===== config.mk =====
export PLATFORM = sky130hd
export DESIGN_NAME = qsfcf_framer
export DESIGN_NICKNAME = d
export VERILOG_FILES = /design/src/pkg/qsfcf_pkg.sv /design/src/logic/qsfcf_sync.sv /design/src/logic/qsfcf_framer.sv
export VERILOG_INCLUDE_DIRS = /design/src /design/src/pkg
export SDC_FILE = /design/constraint.sdc
export NUM_CORES = 1
export LEC_CHECK = 0
export BUFFER_PORTS_ARGS = -buffer_cell sky130_fd_sc_hd__buf_2
export CORE_AREA = 5 5 129 131
export DETAILED_ROUTE_END_ITERATION = 16
export DIE_AREA = 0 0 134 136
export PLACE_DENSITY = 0.87
export SETUP_SLACK_MARGIN = 0.3
export SYNTH_ARGS = -nofsm -noshare
export SYNTH_HDL_FRONTEND = slang
export SYNTH_SLANG_ARGS = --single-unit

===== constraint.sdc =====
create_clock -name clk_sys_i -period 3.7 [get_ports clk_sys_i]
set_input_delay 0.74 -clock clk_sys_i [delete_from_list [all_inputs] [get_ports clk_sys_i]]
set_output_delay 0.74 -clock clk_sys_i [all_outputs]
set_load 0.02 [all_outputs]

===== src/pkg/qsfcf_regs.svh =====
/*
 Constants of the serial flash command framer: opcodes, frame lengths,
 dummy-cycle counts and field positions.
 Assumes inclusion by bare name from the design files.
*/
`ifndef QSFCF_REGS_SVH
`define QSFCF_REGS_SVH

// ----------------------------------------------------------------
// Opcodes
// ----------------------------------------------------------------
`define QSFCF_OP_RDSR1 8'h05
`define QSFCF_OP_RDSR2 8'h35
`define QSFCF_OP_RDSR3 8'h15
`define QSFCF_OP_WRSR1 8'h01
`define QSFCF_OP_WRSR2 8'h31
`define QSFCF_OP_WRSR3 8'h11
`define QSFCF_OP_SLEEP 8'hB9
`define QSFCF_OP_WAKE 8'hAB
`define QSFCF_OP_MFID 8'h90
`define QSFCF_OP_RSTEN 8'h66
`define QSFCF_OP_RST 8'h99
`define QSFCF_OP_DUALIO 8'hBB
`define QSFCF_OP_DUALOUT 8'h3B
`define QSFCF_OP_QUADIO 8'hEB
`define QSFCF_OP_QUADWORD 8'hE7
`define QSFCF_OP_QUADOUT 8'h6B
`define QSFCF_OP_WRAPRD 8'h0C
`define QSFCF_OP_SETPAR 8'hC0
`define QSFCF_OP_QPI_ON 8'h38
`define QSFCF_OP_QPI_OFF 8'hFF
`define QSFCF_OP_SECRD 8'h48
`define QSFCF_OP_SECPG 8'h42
`define QSFCF_OP_SECER 8'h44

// ----------------------------------------------------------------
// Security register address fields
// ----------------------------------------------------------------
`define QSFCF_SEC_TOP 8'h00
`define QSFCF_SEC_REG1 8'h10
`define QSFCF_SEC_REG2 8'h20

// ----------------------------------------------------------------
// Bit counts and dummy clocks
// ----------------------------------------------------------------
`define QSFCF_ADDR_BITS 6'h18
`define QSFCF_MODE_BITS 6'h08
`define QSFCF_QIO_DUMMY 4'h4
`define QSFCF_QWORD_DUMMY 4'h2
`define QSFCF_SPI_DUMMY 4'h8
`define QSFCF_CONT_CODE 2'h2
`define QSFCF_CNT_ONE 6'h01
`define QSFCF_BYTE_MASK 6'h07
`define QSFCF_LANE_W 4

`endif


===== src/pkg/qsfcf_pkg.sv =====
/*
 Types of the serial flash command framer.
 Assumes the constants header is compiled alongside.
*/
package qsfcf_pkg;

	// ----------------------------------------------------------------
	// Frame phases, one-hot
	// ----------------------------------------------------------------
	typedef enum logic [5:0] {
		QSFCF_IDLE = 6'h01, // Waiting for chip select
		QSFCF_CMD = 6'h02, // Shifting in the opcode
		QSFCF_ADDR = 6'h04, // Address and mode bits
		QSFCF_DUMMY = 6'h08, // Don't-care clocks
		QSFCF_DOUT = 6'h10, // Driving data
		QSFCF_DIN = 6'h20 // Taking data bytes
	} qsfcf_phase_e;

	// Lane group carrying output value and enables
	typedef struct packed {
		logic [3:0] out;
		logic [3:0] oe;
	} qsfcf_lanes_s;

	// Status bytes seen by the array side
	typedef struct packed {
		logic [7:0] s3;
		logic [7:0] s2;
		logic [7:0] s1;
	} qsfcf_status_s;

endpackage


===== src/logic/qsfcf_sync.sv =====
/*
 Two-flop synchroniser with rise and fall detection on the second stage.
 Assumes an input from outside the system clock domain.
*/
`timescale 1ns/10ps

module qsfcf_sync (
	// Clock and reset
	input wire logic clk_sys_i,
	input wire logic reset_n_i,
	// Raw and synchronised level
	input wire logic async_i,
	output logic level_o,
	output logic rise_o,
	output logic fall_o
);

	// ----------------------------------------------------------------
	// State
	// ----------------------------------------------------------------
	typedef struct packed {
		logic meta; // First stage, read only by the second
		logic s2; // Second stage
		logic s3; // Edge history
	} qsfcf_sync_s;

	qsfcf_sync_s st, next_st;

	// Shift chain
	always_comb begin
		next_st = st;
		next_st.meta = async_i;
		next_st.s2 = st.meta;
		next_st.s3 = st.s2;
	end

	// Registers
	always_ff @(posedge clk_sys_i or negedge reset_n_i) begin
		if (!reset_n_i) begin
			st <= '0;
		end else begin
			st <= next_st;
		end
	end

	assign level_o = st.s2;
	assign rise_o = st.s2 & ~st.s3;
	assign fall_o = ~st.s2 & st.s3;

endmodule // qsfcf_sync


===== src/logic/qsfcf_framer.sv =====
/*
 Device-side opcode decoder and lane framer of a quad serial NOR flash.
 Chip select and serial clock come from the host and are oversampled by
 the system clock; the host clock must be well below a quarter of it.
 Memory data arrives on rd_data_i from the array side, which is outside.
*/
`timescale 1ns/10ps
`include "qsfcf_regs.svh"

module qsfcf_framer (
	// Clock and reset
	input wire logic clk_sys_i,
	input wire logic reset_n_i,
	// Link pins
	input wire logic cs_n_i,
	input wire logic sclk_i,
	input wire logic [3:0] lane_in_i,
	output qsfcf_pkg::qsfcf_lanes_s lanes_o,
	// Array side
	input wire logic [7:0] rd_data_i,
	input wire logic [7:0] device_id_i,
	input wire logic [7:0] mfr_id_i,
	input wire qsfcf_pkg::qsfcf_status_s status_i,
	output logic [23:0] addr_o,
	output logic [7:0] opcode_o,
	output logic cmd_done_o,
	output logic byte_valid_o,
	output logic [7:0] byte_o,
	output logic [1:0] status_sel_o,
	output logic status_wr_o,
	output logic sec_sel_o,
	output logic soft_reset_o,
	output logic power_down_o,
	output logic four_lane_command_mode_o,
	output logic [7:0] read_parameter_bits_o
);

	// ----------------------------------------------------------------
	// Pin synchronisers
	// ----------------------------------------------------------------
	logic cs_n, cs_rise, cs_fall, sclk_lvl, sclk_rise, sclk_fall;
	logic [3:0] lane_s;

	qsfcf_sync u_cs (.clk_sys_i(clk_sys_i), .reset_n_i(reset_n_i), .async_i(cs_n_i),
		.level_o(cs_n), .rise_o(cs_rise), .fall_o(cs_fall));
	qsfcf_sync u_ck (.clk_sys_i(clk_sys_i), .reset_n_i(reset_n_i), .async_i(sclk_i),
		.level_o(sclk_lvl), .rise_o(sclk_rise), .fall_o(sclk_fall));

	// Data lanes share the same latency as the clock edge they pair with
	genvar g;
	generate
		for (g = 0; g < `QSFCF_LANE_W; g++) begin : g_lane
			qsfcf_sync u_ln (.clk_sys_i(clk_sys_i), .reset_n_i(reset_n_i), .async_i(lane_in_i[g]),
				.level_o(lane_s[g]), .rise_o(), .fall_o());
		end
	endgenerate

	// ----------------------------------------------------------------
	// State
	// ----------------------------------------------------------------
	typedef struct packed {
		qsfcf_pkg::qsfcf_phase_e ph;
		logic [7:0] op; // Opcode of this frame
		logic [23:0] addr; // Shifted-in address
		logic [7:0] sh; // Input shift register
		logic [7:0] mode; // Continuous read mode bits
		logic [5:0] bits; // Bits left in phase
		logic [5:0] total; // Serial clocks since select, modulo 64
		logic [3:0] dum; // Dummy clocks left
		logic [7:0] obuf; // Output byte
		logic [3:0] obits; // Bits left in output byte
		logic [2:0] width; // Lanes in use: 1, 2 or 4
		logic four_lane_command_mode;
		logic cont; // Next dual frame skips opcode
		logic rst_arm; // Reset enable seen in last frame
		logic sleep;
		logic [7:0] rpar;
		qsfcf_pkg::qsfcf_lanes_s lanes;
		logic done, bvalid, swr, srst;
		logic [7:0] bdata;
	} qsfcf_state_s;

	qsfcf_state_s st, next_st;

	// Whether an opcode carries an address phase
	function automatic logic has_addr(input logic [7:0] op);
		has_addr = (op == `QSFCF_OP_DUALIO) || (op == `QSFCF_OP_QUADIO) || (op == `QSFCF_OP_QUADWORD) ||
			(op == `QSFCF_OP_DUALOUT) || (op == `QSFCF_OP_QUADOUT) || (op == `QSFCF_OP_WRAPRD) ||
			(op == `QSFCF_OP_SECRD) || (op == `QSFCF_OP_SECPG) || (op == `QSFCF_OP_SECER) ||
			(op == `QSFCF_OP_MFID);
	endfunction

	// Dummy clocks selected by read parameter bits 5:4
	function automatic logic [3:0] qpi_dummy(input logic [7:0] p);
		case (p[5:4])
			2'h0: qpi_dummy = 4'h4;
			2'h1: qpi_dummy = 4'h6;
			default: qpi_dummy = 4'h8;
		endcase
	endfunction

	// ----------------------------------------------------------------
	// Next state
	// ----------------------------------------------------------------
	always_comb begin
		logic [7:0] shin;
		logic [2:0] win;
		logic [7:0] b;
		shin = '0;
		win = st.width;
		b = st.obuf;
		next_st = st;
		next_st.done = 1'b0;
		next_st.bvalid = 1'b0;
		next_st.swr = 1'b0;
		next_st.srst = 1'b0;
		// Input shift by current lane count
		case (win)
			3'h2: shin = {st.sh[5:0], lane_s[1:0]};
			3'h4: shin = {st.sh[3:0], lane_s};
			default: shin = {st.sh[6:0], lane_s[0]};
		endcase
		if (cs_fall) begin
			// New frame: continuous mode jumps straight to the address
			next_st.total = '0;
			next_st.lanes.oe = '0;
			if (st.cont) begin
				next_st.ph = qsfcf_pkg::QSFCF_ADDR;
				next_st.width = 3'h2;
				next_st.bits = `QSFCF_ADDR_BITS + `QSFCF_MODE_BITS;
			end else begin
				next_st.ph = qsfcf_pkg::QSFCF_CMD;
				next_st.width = st.four_lane_command_mode ? 3'h4 : 3'h1;
				next_st.bits = 6'h08;
			end
		end else if (cs_rise || cs_n) begin
			if (cs_rise && st.ph != qsfcf_pkg::QSFCF_IDLE) begin
				// Done, reset and sleep only act on a deselect after a multiple of 8 clocks
				if ((st.total & `QSFCF_BYTE_MASK) == 6'h00) begin
					next_st.done = (st.ph == qsfcf_pkg::QSFCF_DIN) || (st.ph == qsfcf_pkg::QSFCF_CMD);
					next_st.rst_arm = (st.op == `QSFCF_OP_RSTEN);
					next_st.srst = st.rst_arm && (st.op == `QSFCF_OP_RST);
					if (st.op == `QSFCF_OP_SLEEP) next_st.sleep = 1'b1;
				end else begin
					next_st.rst_arm = 1'b0;
				end
			end
			next_st.ph = qsfcf_pkg::QSFCF_IDLE;
			next_st.lanes.oe = '0;
		end else if (sclk_rise) begin
			next_st.total = st.total + `QSFCF_CNT_ONE;
			case (st.ph)
				qsfcf_pkg::QSFCF_CMD: begin
					next_st.sh = shin;
					next_st.bits = st.bits - {3'h0, win};
					if (st.bits == {3'h0, win}) begin
						next_st.op = shin;
						next_st.addr = '0;
						if (shin == `QSFCF_OP_WAKE) next_st.sleep = 1'b0;
						if (has_addr(shin) && !(shin == `QSFCF_OP_WRAPRD && !st.four_lane_command_mode)) begin
							next_st.ph = qsfcf_pkg::QSFCF_ADDR;
							next_st.width = st.four_lane_command_mode ? 3'h4 : ((shin == `QSFCF_OP_DUALIO) ? 3'h2 :
								((shin == `QSFCF_OP_QUADIO || shin == `QSFCF_OP_QUADWORD) ? 3'h4 : 3'h1));
							next_st.bits = `QSFCF_ADDR_BITS + (((shin == `QSFCF_OP_DUALIO) ||
								(shin == `QSFCF_OP_QUADIO) || (shin == `QSFCF_OP_QUADWORD)) ? `QSFCF_MODE_BITS : 6'h00);
						end else if (shin == `QSFCF_OP_WAKE) begin
							// Single-lane wake has no dummy clocks: the ID follows at once
							next_st.ph = st.four_lane_command_mode ? qsfcf_pkg::QSFCF_DUMMY : qsfcf_pkg::QSFCF_DOUT;
							next_st.obits = 4'h0;
							next_st.dum = st.four_lane_command_mode ? qpi_dummy(st.rpar) : 4'h0;
						end else if (shin == `QSFCF_OP_RDSR1 || shin == `QSFCF_OP_RDSR2 ||
							shin == `QSFCF_OP_RDSR3) begin
							next_st.ph = qsfcf_pkg::QSFCF_DOUT;
							next_st.obits = 4'h0;
						end else begin
							// Status writes, set parameters and others take data bytes
							next_st.ph = qsfcf_pkg::QSFCF_DIN;
							next_st.bits = 6'h08;
						end
						if (shin == `QSFCF_OP_QPI_OFF) begin
							if (st.cont) next_st.cont = 1'b0;
							else next_st.four_lane_command_mode = 1'b0;
						end
					end
				end
				qsfcf_pkg::QSFCF_ADDR: begin
					next_st.bits = st.bits - {3'h0, win};
					// Only the dual and quad I/O reads carry mode bits after the address
					if (st.bits > `QSFCF_MODE_BITS || !(st.op == `QSFCF_OP_DUALIO ||
						st.op == `QSFCF_OP_QUADIO || st.op == `QSFCF_OP_QUADWORD))
						next_st.addr = (win == 3'h4) ? {st.addr[19:0], lane_s} :
							(win == 3'h2) ? {st.addr[21:0], lane_s[1:0]} : {st.addr[22:0], lane_s[0]};
					else
						next_st.mode = shin;
					next_st.sh = shin;
					if (st.bits == {3'h0, win}) begin
						next_st.ph = qsfcf_pkg::QSFCF_DUMMY;
						if (st.op == `QSFCF_OP_DUALIO || st.op == `QSFCF_OP_QUADIO || st.op == `QSFCF_OP_QUADWORD)
							next_st.cont = (shin[5:4] == `QSFCF_CONT_CODE);
						case (st.op)
							`QSFCF_OP_QUADIO: next_st.dum = st.four_lane_command_mode ? qpi_dummy(st.rpar) : `QSFCF_QIO_DUMMY;
							`QSFCF_OP_QUADWORD: next_st.dum = `QSFCF_QWORD_DUMMY;
							`QSFCF_OP_DUALIO: next_st.dum = 4'h0;
							`QSFCF_OP_MFID: next_st.dum = st.four_lane_command_mode ? qpi_dummy(st.rpar) : 4'h0;
							`QSFCF_OP_SECPG, `QSFCF_OP_SECER: begin
								next_st.ph = qsfcf_pkg::QSFCF_DIN;
								next_st.bits = 6'h08;
							end
							default: next_st.dum = st.four_lane_command_mode ? qpi_dummy(st.rpar) : `QSFCF_SPI_DUMMY;
						endcase
						if (st.op == `QSFCF_OP_QUADOUT) next_st.width = 3'h4;
						else if (st.op == `QSFCF_OP_DUALOUT) next_st.width = 3'h2;
						// No dummy clocks: drive data on the very next falling edge
						if (next_st.ph == qsfcf_pkg::QSFCF_DUMMY && next_st.dum == 4'h0)
							next_st.ph = qsfcf_pkg::QSFCF_DOUT;
						next_st.obits = 4'h0;
					end
				end
				qsfcf_pkg::QSFCF_DUMMY: begin
					if (st.dum <= 4'h1) next_st.ph = qsfcf_pkg::QSFCF_DOUT;
					next_st.dum = (st.dum == 4'h0) ? 4'h0 : st.dum - 4'h1;
					next_st.obits = 4'h0;
				end
				qsfcf_pkg::QSFCF_DIN: begin
					next_st.sh = shin;
					next_st.bits = st.bits - {3'h0, win};
					if (st.bits == {3'h0, win}) begin
						next_st.bits = 6'h08;
						next_st.bvalid = 1'b1;
						next_st.bdata = shin;
						next_st.swr = (st.op == `QSFCF_OP_WRSR1 || st.op == `QSFCF_OP_WRSR2 ||
							st.op == `QSFCF_OP_WRSR3);
						if (st.op == `QSFCF_OP_SETPAR) next_st.rpar = shin;
						if (st.op == `QSFCF_OP_QPI_ON && status_i.s2[1]) next_st.four_lane_command_mode = 1'b1;
					end
				end
				default: ;
			endcase
			// Opcode-only enable of four-lane mode
			if (st.ph == qsfcf_pkg::QSFCF_CMD && st.bits == {3'h0, win} && shin == `QSFCF_OP_QPI_ON)
				next_st.four_lane_command_mode = 1'b1;
		end else if (sclk_fall && st.ph == qsfcf_pkg::QSFCF_DOUT) begin
			// Shift out on falling edge, reload a fresh byte when empty
			if (st.obits == 4'h0) begin
				case (st.op)
					`QSFCF_OP_RDSR1: b = status_i.s1;
					`QSFCF_OP_RDSR2: b = status_i.s2;
					`QSFCF_OP_RDSR3: b = status_i.s3;
					`QSFCF_OP_WAKE: b = device_id_i;
					`QSFCF_OP_MFID: b = st.addr[0] ? device_id_i : mfr_id_i;
					default: b = rd_data_i;
				endcase
				next_st.obits = 4'h8;
				next_st.addr = st.addr + 24'h1;
			end
			next_st.lanes.oe = (st.width == 3'h4) ? 4'hF : (st.width == 3'h2) ? 4'h3 : 4'h2;
			case (st.width)
				3'h4: begin
					next_st.lanes.out = b[7:4];
					next_st.obuf = {b[3:0], 4'h0};
				end
				3'h2: begin
					next_st.lanes.out = {2'h0, b[7:6]};
					next_st.obuf = {b[5:0], 2'h0};
				end
				default: begin
					next_st.lanes.out = {2'h0, b[7], 1'b0};
					next_st.obuf = {b[6:0], 1'b0};
				end
			endcase
			next_st.obits = ((st.obits == 4'h0) ? 4'h8 : st.obits) - {1'b0, st.width};
		end
	end

	// ----------------------------------------------------------------
	// Registers
	// ----------------------------------------------------------------
	always_ff @(posedge clk_sys_i or negedge reset_n_i) begin
		if (!reset_n_i) begin
			st <= '0;
			st.ph <= qsfcf_pkg::QSFCF_IDLE;
			st.width <= 3'h1;
		end else begin
			st <= next_st;
		end
	end

	// ----------------------------------------------------------------
	// Outputs
	// ----------------------------------------------------------------
	assign lanes_o = st.lanes;
	assign addr_o = st.addr;
	assign opcode_o = st.op;
	assign cmd_done_o = st.done;
	assign byte_valid_o = st.bvalid;
	assign byte_o = st.bdata;
	assign status_sel_o = (st.op == `QSFCF_OP_WRSR2) ? 2'h1 : (st.op == `QSFCF_OP_WRSR3) ? 2'h2 : 2'h0;
	assign status_wr_o = st.swr;
	// Second security register when top byte is 00H and middle byte is 20H
	assign sec_sel_o = (st.addr[15:8] == `QSFCF_SEC_REG2) && (st.addr[23:16] == `QSFCF_SEC_TOP);
	assign soft_reset_o = st.srst;
	assign power_down_o = st.sleep;
	assign four_lane_command_mode_o = st.four_lane_command_mode;
	assign read_parameter_bits_o = st.rpar;

endmodule // qsfcf_framer


==> results.tsv <==
stage	metric	value	unit
timing	period utilization	88.0	%
pwr	pwr dens	466	mW/mm^2
timing	Slew headroom	23.9	%
logic_synthesis	syn avg cell area	8.11	um^2
layout	Area Growth Syn to Fin	13.4	%
cts	Worst-path clk slew	0.06	ns
worst_setup_path	worst-path cell chain	or3b_2, and3_1, nor3_1, nand4_1, a2111oi_4, a211oi_2, a2111oi_0, o31a_1	
worst_setup_path	Worst path slowest cell	a2111oi_0	
min_path	HP Class	reg2reg	
worst_setup_path	Setup crit start kind	register	
detailed_routing	total wire length	24200	um
logic_synthesis	top_reg_cell synth	dfrtp_1	
pwr	Flop pwr share	35.7	%
worst_setup_path	required time worst endpoint	4.06	ns
detailed_routing	total iterations of the first detailed-routing run	6	
timing	Worst-Margin Slew	1.13	ns
detailed_routing	WL/cell	19.1	um
cts	Clock Sink Count	117	
logic_synthesis	top cell type by total area after synthesis	dfrtp_1	
worst_setup_path	crit-path max cell delay	0.58	ns
pwr	clock share of power	39.3	%
floorplan	die height	136	um
outcome	outcome	finished, final reports clean	
layout	multi-input logic area	0.00455	mm^2
grt	GR Util All Layers	26.7	%
worst_setup_path	Worst Path Max Fanout	23	
place	IO Port Bufs	120	
cts	H-tree depth	4	
place	Final Wtd Congestion	0.947	
logic_synthesis	Cell variety after synth	82	
pwr	VDD IR-drop max	0.311	mV
worst_setup_path	Worst R2R Path Depth	8	
detailed_routing	via count	8086	
timing	RSZ-0062 raised after global routing	false	
logic_synthesis	synthesized flop and latch total	117	
layout	most frequent cells in the layout	nand2_1 (155), buf_2 (119), dfrtp_1 (113)	
cts	clock root buffer	clkbuf_16	
cts	hold_buf cts	0	
pwr	Int Pwr	2900	uW
layout	fill count	1283	
logic_synthesis	number of synthesized flops with an enable pin	0	
worst_setup_path	crit path DAT	3.61	ns
detailed_routing	Via density	6.38	
worst_setup_path	reg2reg setup slack	0.45	ns
worst_setup_path	reg2reg end	st[113]	
place	Area after DPL	0.00867	mm^2
min_path	HP Start	g_lane[0].u_ln.next_st[1]	
floorplan	I/O Pins	121	
grt	vias in the first global route	7441	
cts	Clk Latency, worst-skew pair	0.43	ns
grt	Remaining Overflow, GRT	0	
worst_setup_path	reg2reg start	st[32]	
min_path	Cells on Worst Hold Path	0	
timing	setup TNS	0	ns
floorplan	# rows	46	
logic_synthesis	top cells by area, synth	dfrtp_1 (35%), nand2_1 (7.1%), o21ai_0 (5.7%), buf_4 (5.2%), a21oi_1 (3.8%)	
cts	total CTS buffers	17	
grt	global-route wire length before repair	39200	um
timing	Final Hold Viols	0	
place	Detailed Place HPWL	17200	um
pwr	leakage	0.00406	uW
timing	fin. max-slew vios	0	
logic_synthesis	Cells after Synth	1011	
cts	CTS tree	yes	
timing	achievable frequency	307	MHz
cts	total setup buffers inserted after CTS	0	
worst_setup_path	CP Class	reg2reg	
pwr	Sw Ratio	33.1	%
timing	Final min period	3.25	ns
pwr	Psw	1440	uW
floorplan	Die Span X	134	um
flow_run	MaxCap Viol Count	0	
layout	Layout Utilization	60.1	%
logic_synthesis	Synth Net Count	1078	
layout	layout cells sized above 1	21.6	%
floorplan	die footprint	0.0182	mm^2
layout	most common cell after layout, fill and taps aside	nand2_1	
logic_synthesis	top cell type's share of synthesized area	35.1	%
grt	largest net degree at the start of global routing	61	
pwr	Final Power	4340	uW
worst_setup_path	Worst Setup End Kind	register	
logic_synthesis	yosys warns	0	
timing	# setup viols final	0	
logic_synthesis	Seq/Total Area, Yosys	35.7	%
detailed_routing	DR DRC count	0	
pwr	Comb power frac	25.0	%
floorplan	area of the core	0.0155	mm^2
detailed_routing	antenna viol nets, final	0	
layout	FF+latch area	0.00294	mm^2
min_path	hold path endpoint	g_lane[0].u_ln.level_o	
timing	Clock Skew	0.0127	ns
cts	Clock Path Buffers	2	
layout	cell area after layout	0.00930	mm^2
layout	Ant. Diodes	0	
logic_synthesis	synthesized area	0.00820	mm^2
detailed_routing	drt initial violations	963	
floorplan	initial core utilization	53.0	%
logic_synthesis	Post-synth ARST share	100	%
layout	nets	1130	
grt	initial antenna violation count	0	
-- sequential cells by signal, summed over array words and instances (netlist names), 4 cells and up --
name,flops
addr_o,24
lanes_o,7
g_lane.u_ln.next_st,4
g_lane.u_ln.level_o,4
opcode_o,8
byte_o,8
read_parameter_bits_o,8
st,42
-- power groups by stage --
stage	sequential, uW	combinational [uW]	clock (uW)
floorplan	1480	787	0
global placement	1560	1020	0
detailed placement	1560	1050	0
CTS	1540	1060	1720
global route	1570	1180	1780
finish	1550	1080	1700
-- critical path, delay by kind of cell (launching register included) --
family / cells / cell delay (ns)
and+or+nand+nor: 4 / 1.39
AOI/OAI and AO/OA: 4 / 1.24
DFF: 1 / 0.55
-- metrics by stage --
stage               setup slack (ns)  cells  hold slack [ns]
floorplan                      0.763   1011            0.331
global placement               0.265   1236            0.333
detailed placement             0.238   1236            0.340
CTS                            0.325   1268            0.354
global route                   0.311   1268            0.357
finish                         0.446   1268            0.351
-- logic make-up after synthesis --
| group | count (synthesis) | synth area share [%] |
|---|---|---|
| adder cells (fa/ha/maj) | 11 | 1.86 |
| AO/OA/AOI/OAI | 310 | 25.3 |
| AND/OR/NAND/NOR | 398 | 23.3 |
| XOR/XNOR | 7 | 0.748 |
| multiplexers | 28 | 3.75 |
| flip-flops | 117 | 35.7 |
| buffers and inverters | 140 | 9.26 |
-- layout make-up --
type                       instances  share of cell area, %
multi-input combinational        754                   48.9
tap                              192                   2.58
clock inverter                     8                   1.33
sequential                       117                   31.6
inverter                          15                  0.605
timing repair buffer             158                   9.82
clock buffer                      24                   5.18
-- worst max-delay path by stage --
stage / from / endpoint / slack [ns] / cells past startpoint
after floorplan: st[32] / st[33] / 0.76 / 9
after global placement: st[32] / st[37] / 0.27 / 8
after detailed placement: st[32] / st[37] / 0.24 / 8
after CTS: st[33] / st[37] / 0.33 / 8
after global routing: st[32] / st[113] / 0.31 / 9
final: st[32] / st[113] / 0.45 / 8
-- Yosys cell counts (9+ instances only) --
cell      count
nor2_1       81
a22o_1       28
nor4_1       14
inv_1        14
buf_4        57
nand3_1      29
nor3_1       22
nor2b_1      11
a31oi_1      16
clkbuf_1     51
ha_1          9
nand2_1     155
nand2b_1     13
mux2_2       14
and3_1       16
a21oi_1      63
a22oi_1      10
o21ai_0      93
mux2i_1      12
nand4_1      11
dfrtp_1     115
-- per-layer routing --
layer / global-route usage (%) / wire length, um / vias to the layer above / part of all wire, %
li1: - / - / 3748 / -
met1: 35.5 / 9960 / 3843 / 41
met2: 43.1 / 11600 / 429 / 48
met3: 5.51 / 2020 / 66 / 8.4
met4: 9.77 / 665 / 0 / 2.7
met5: 0 / 0 / - / 0
-- repair_timing --
action	4_1_cts	5_1_grt
cloned	0	0
endpoints found under the setup margin	4	9
resized for setup	3	6
pin swaps	0	1
Power figures use the tool's default switching activity.
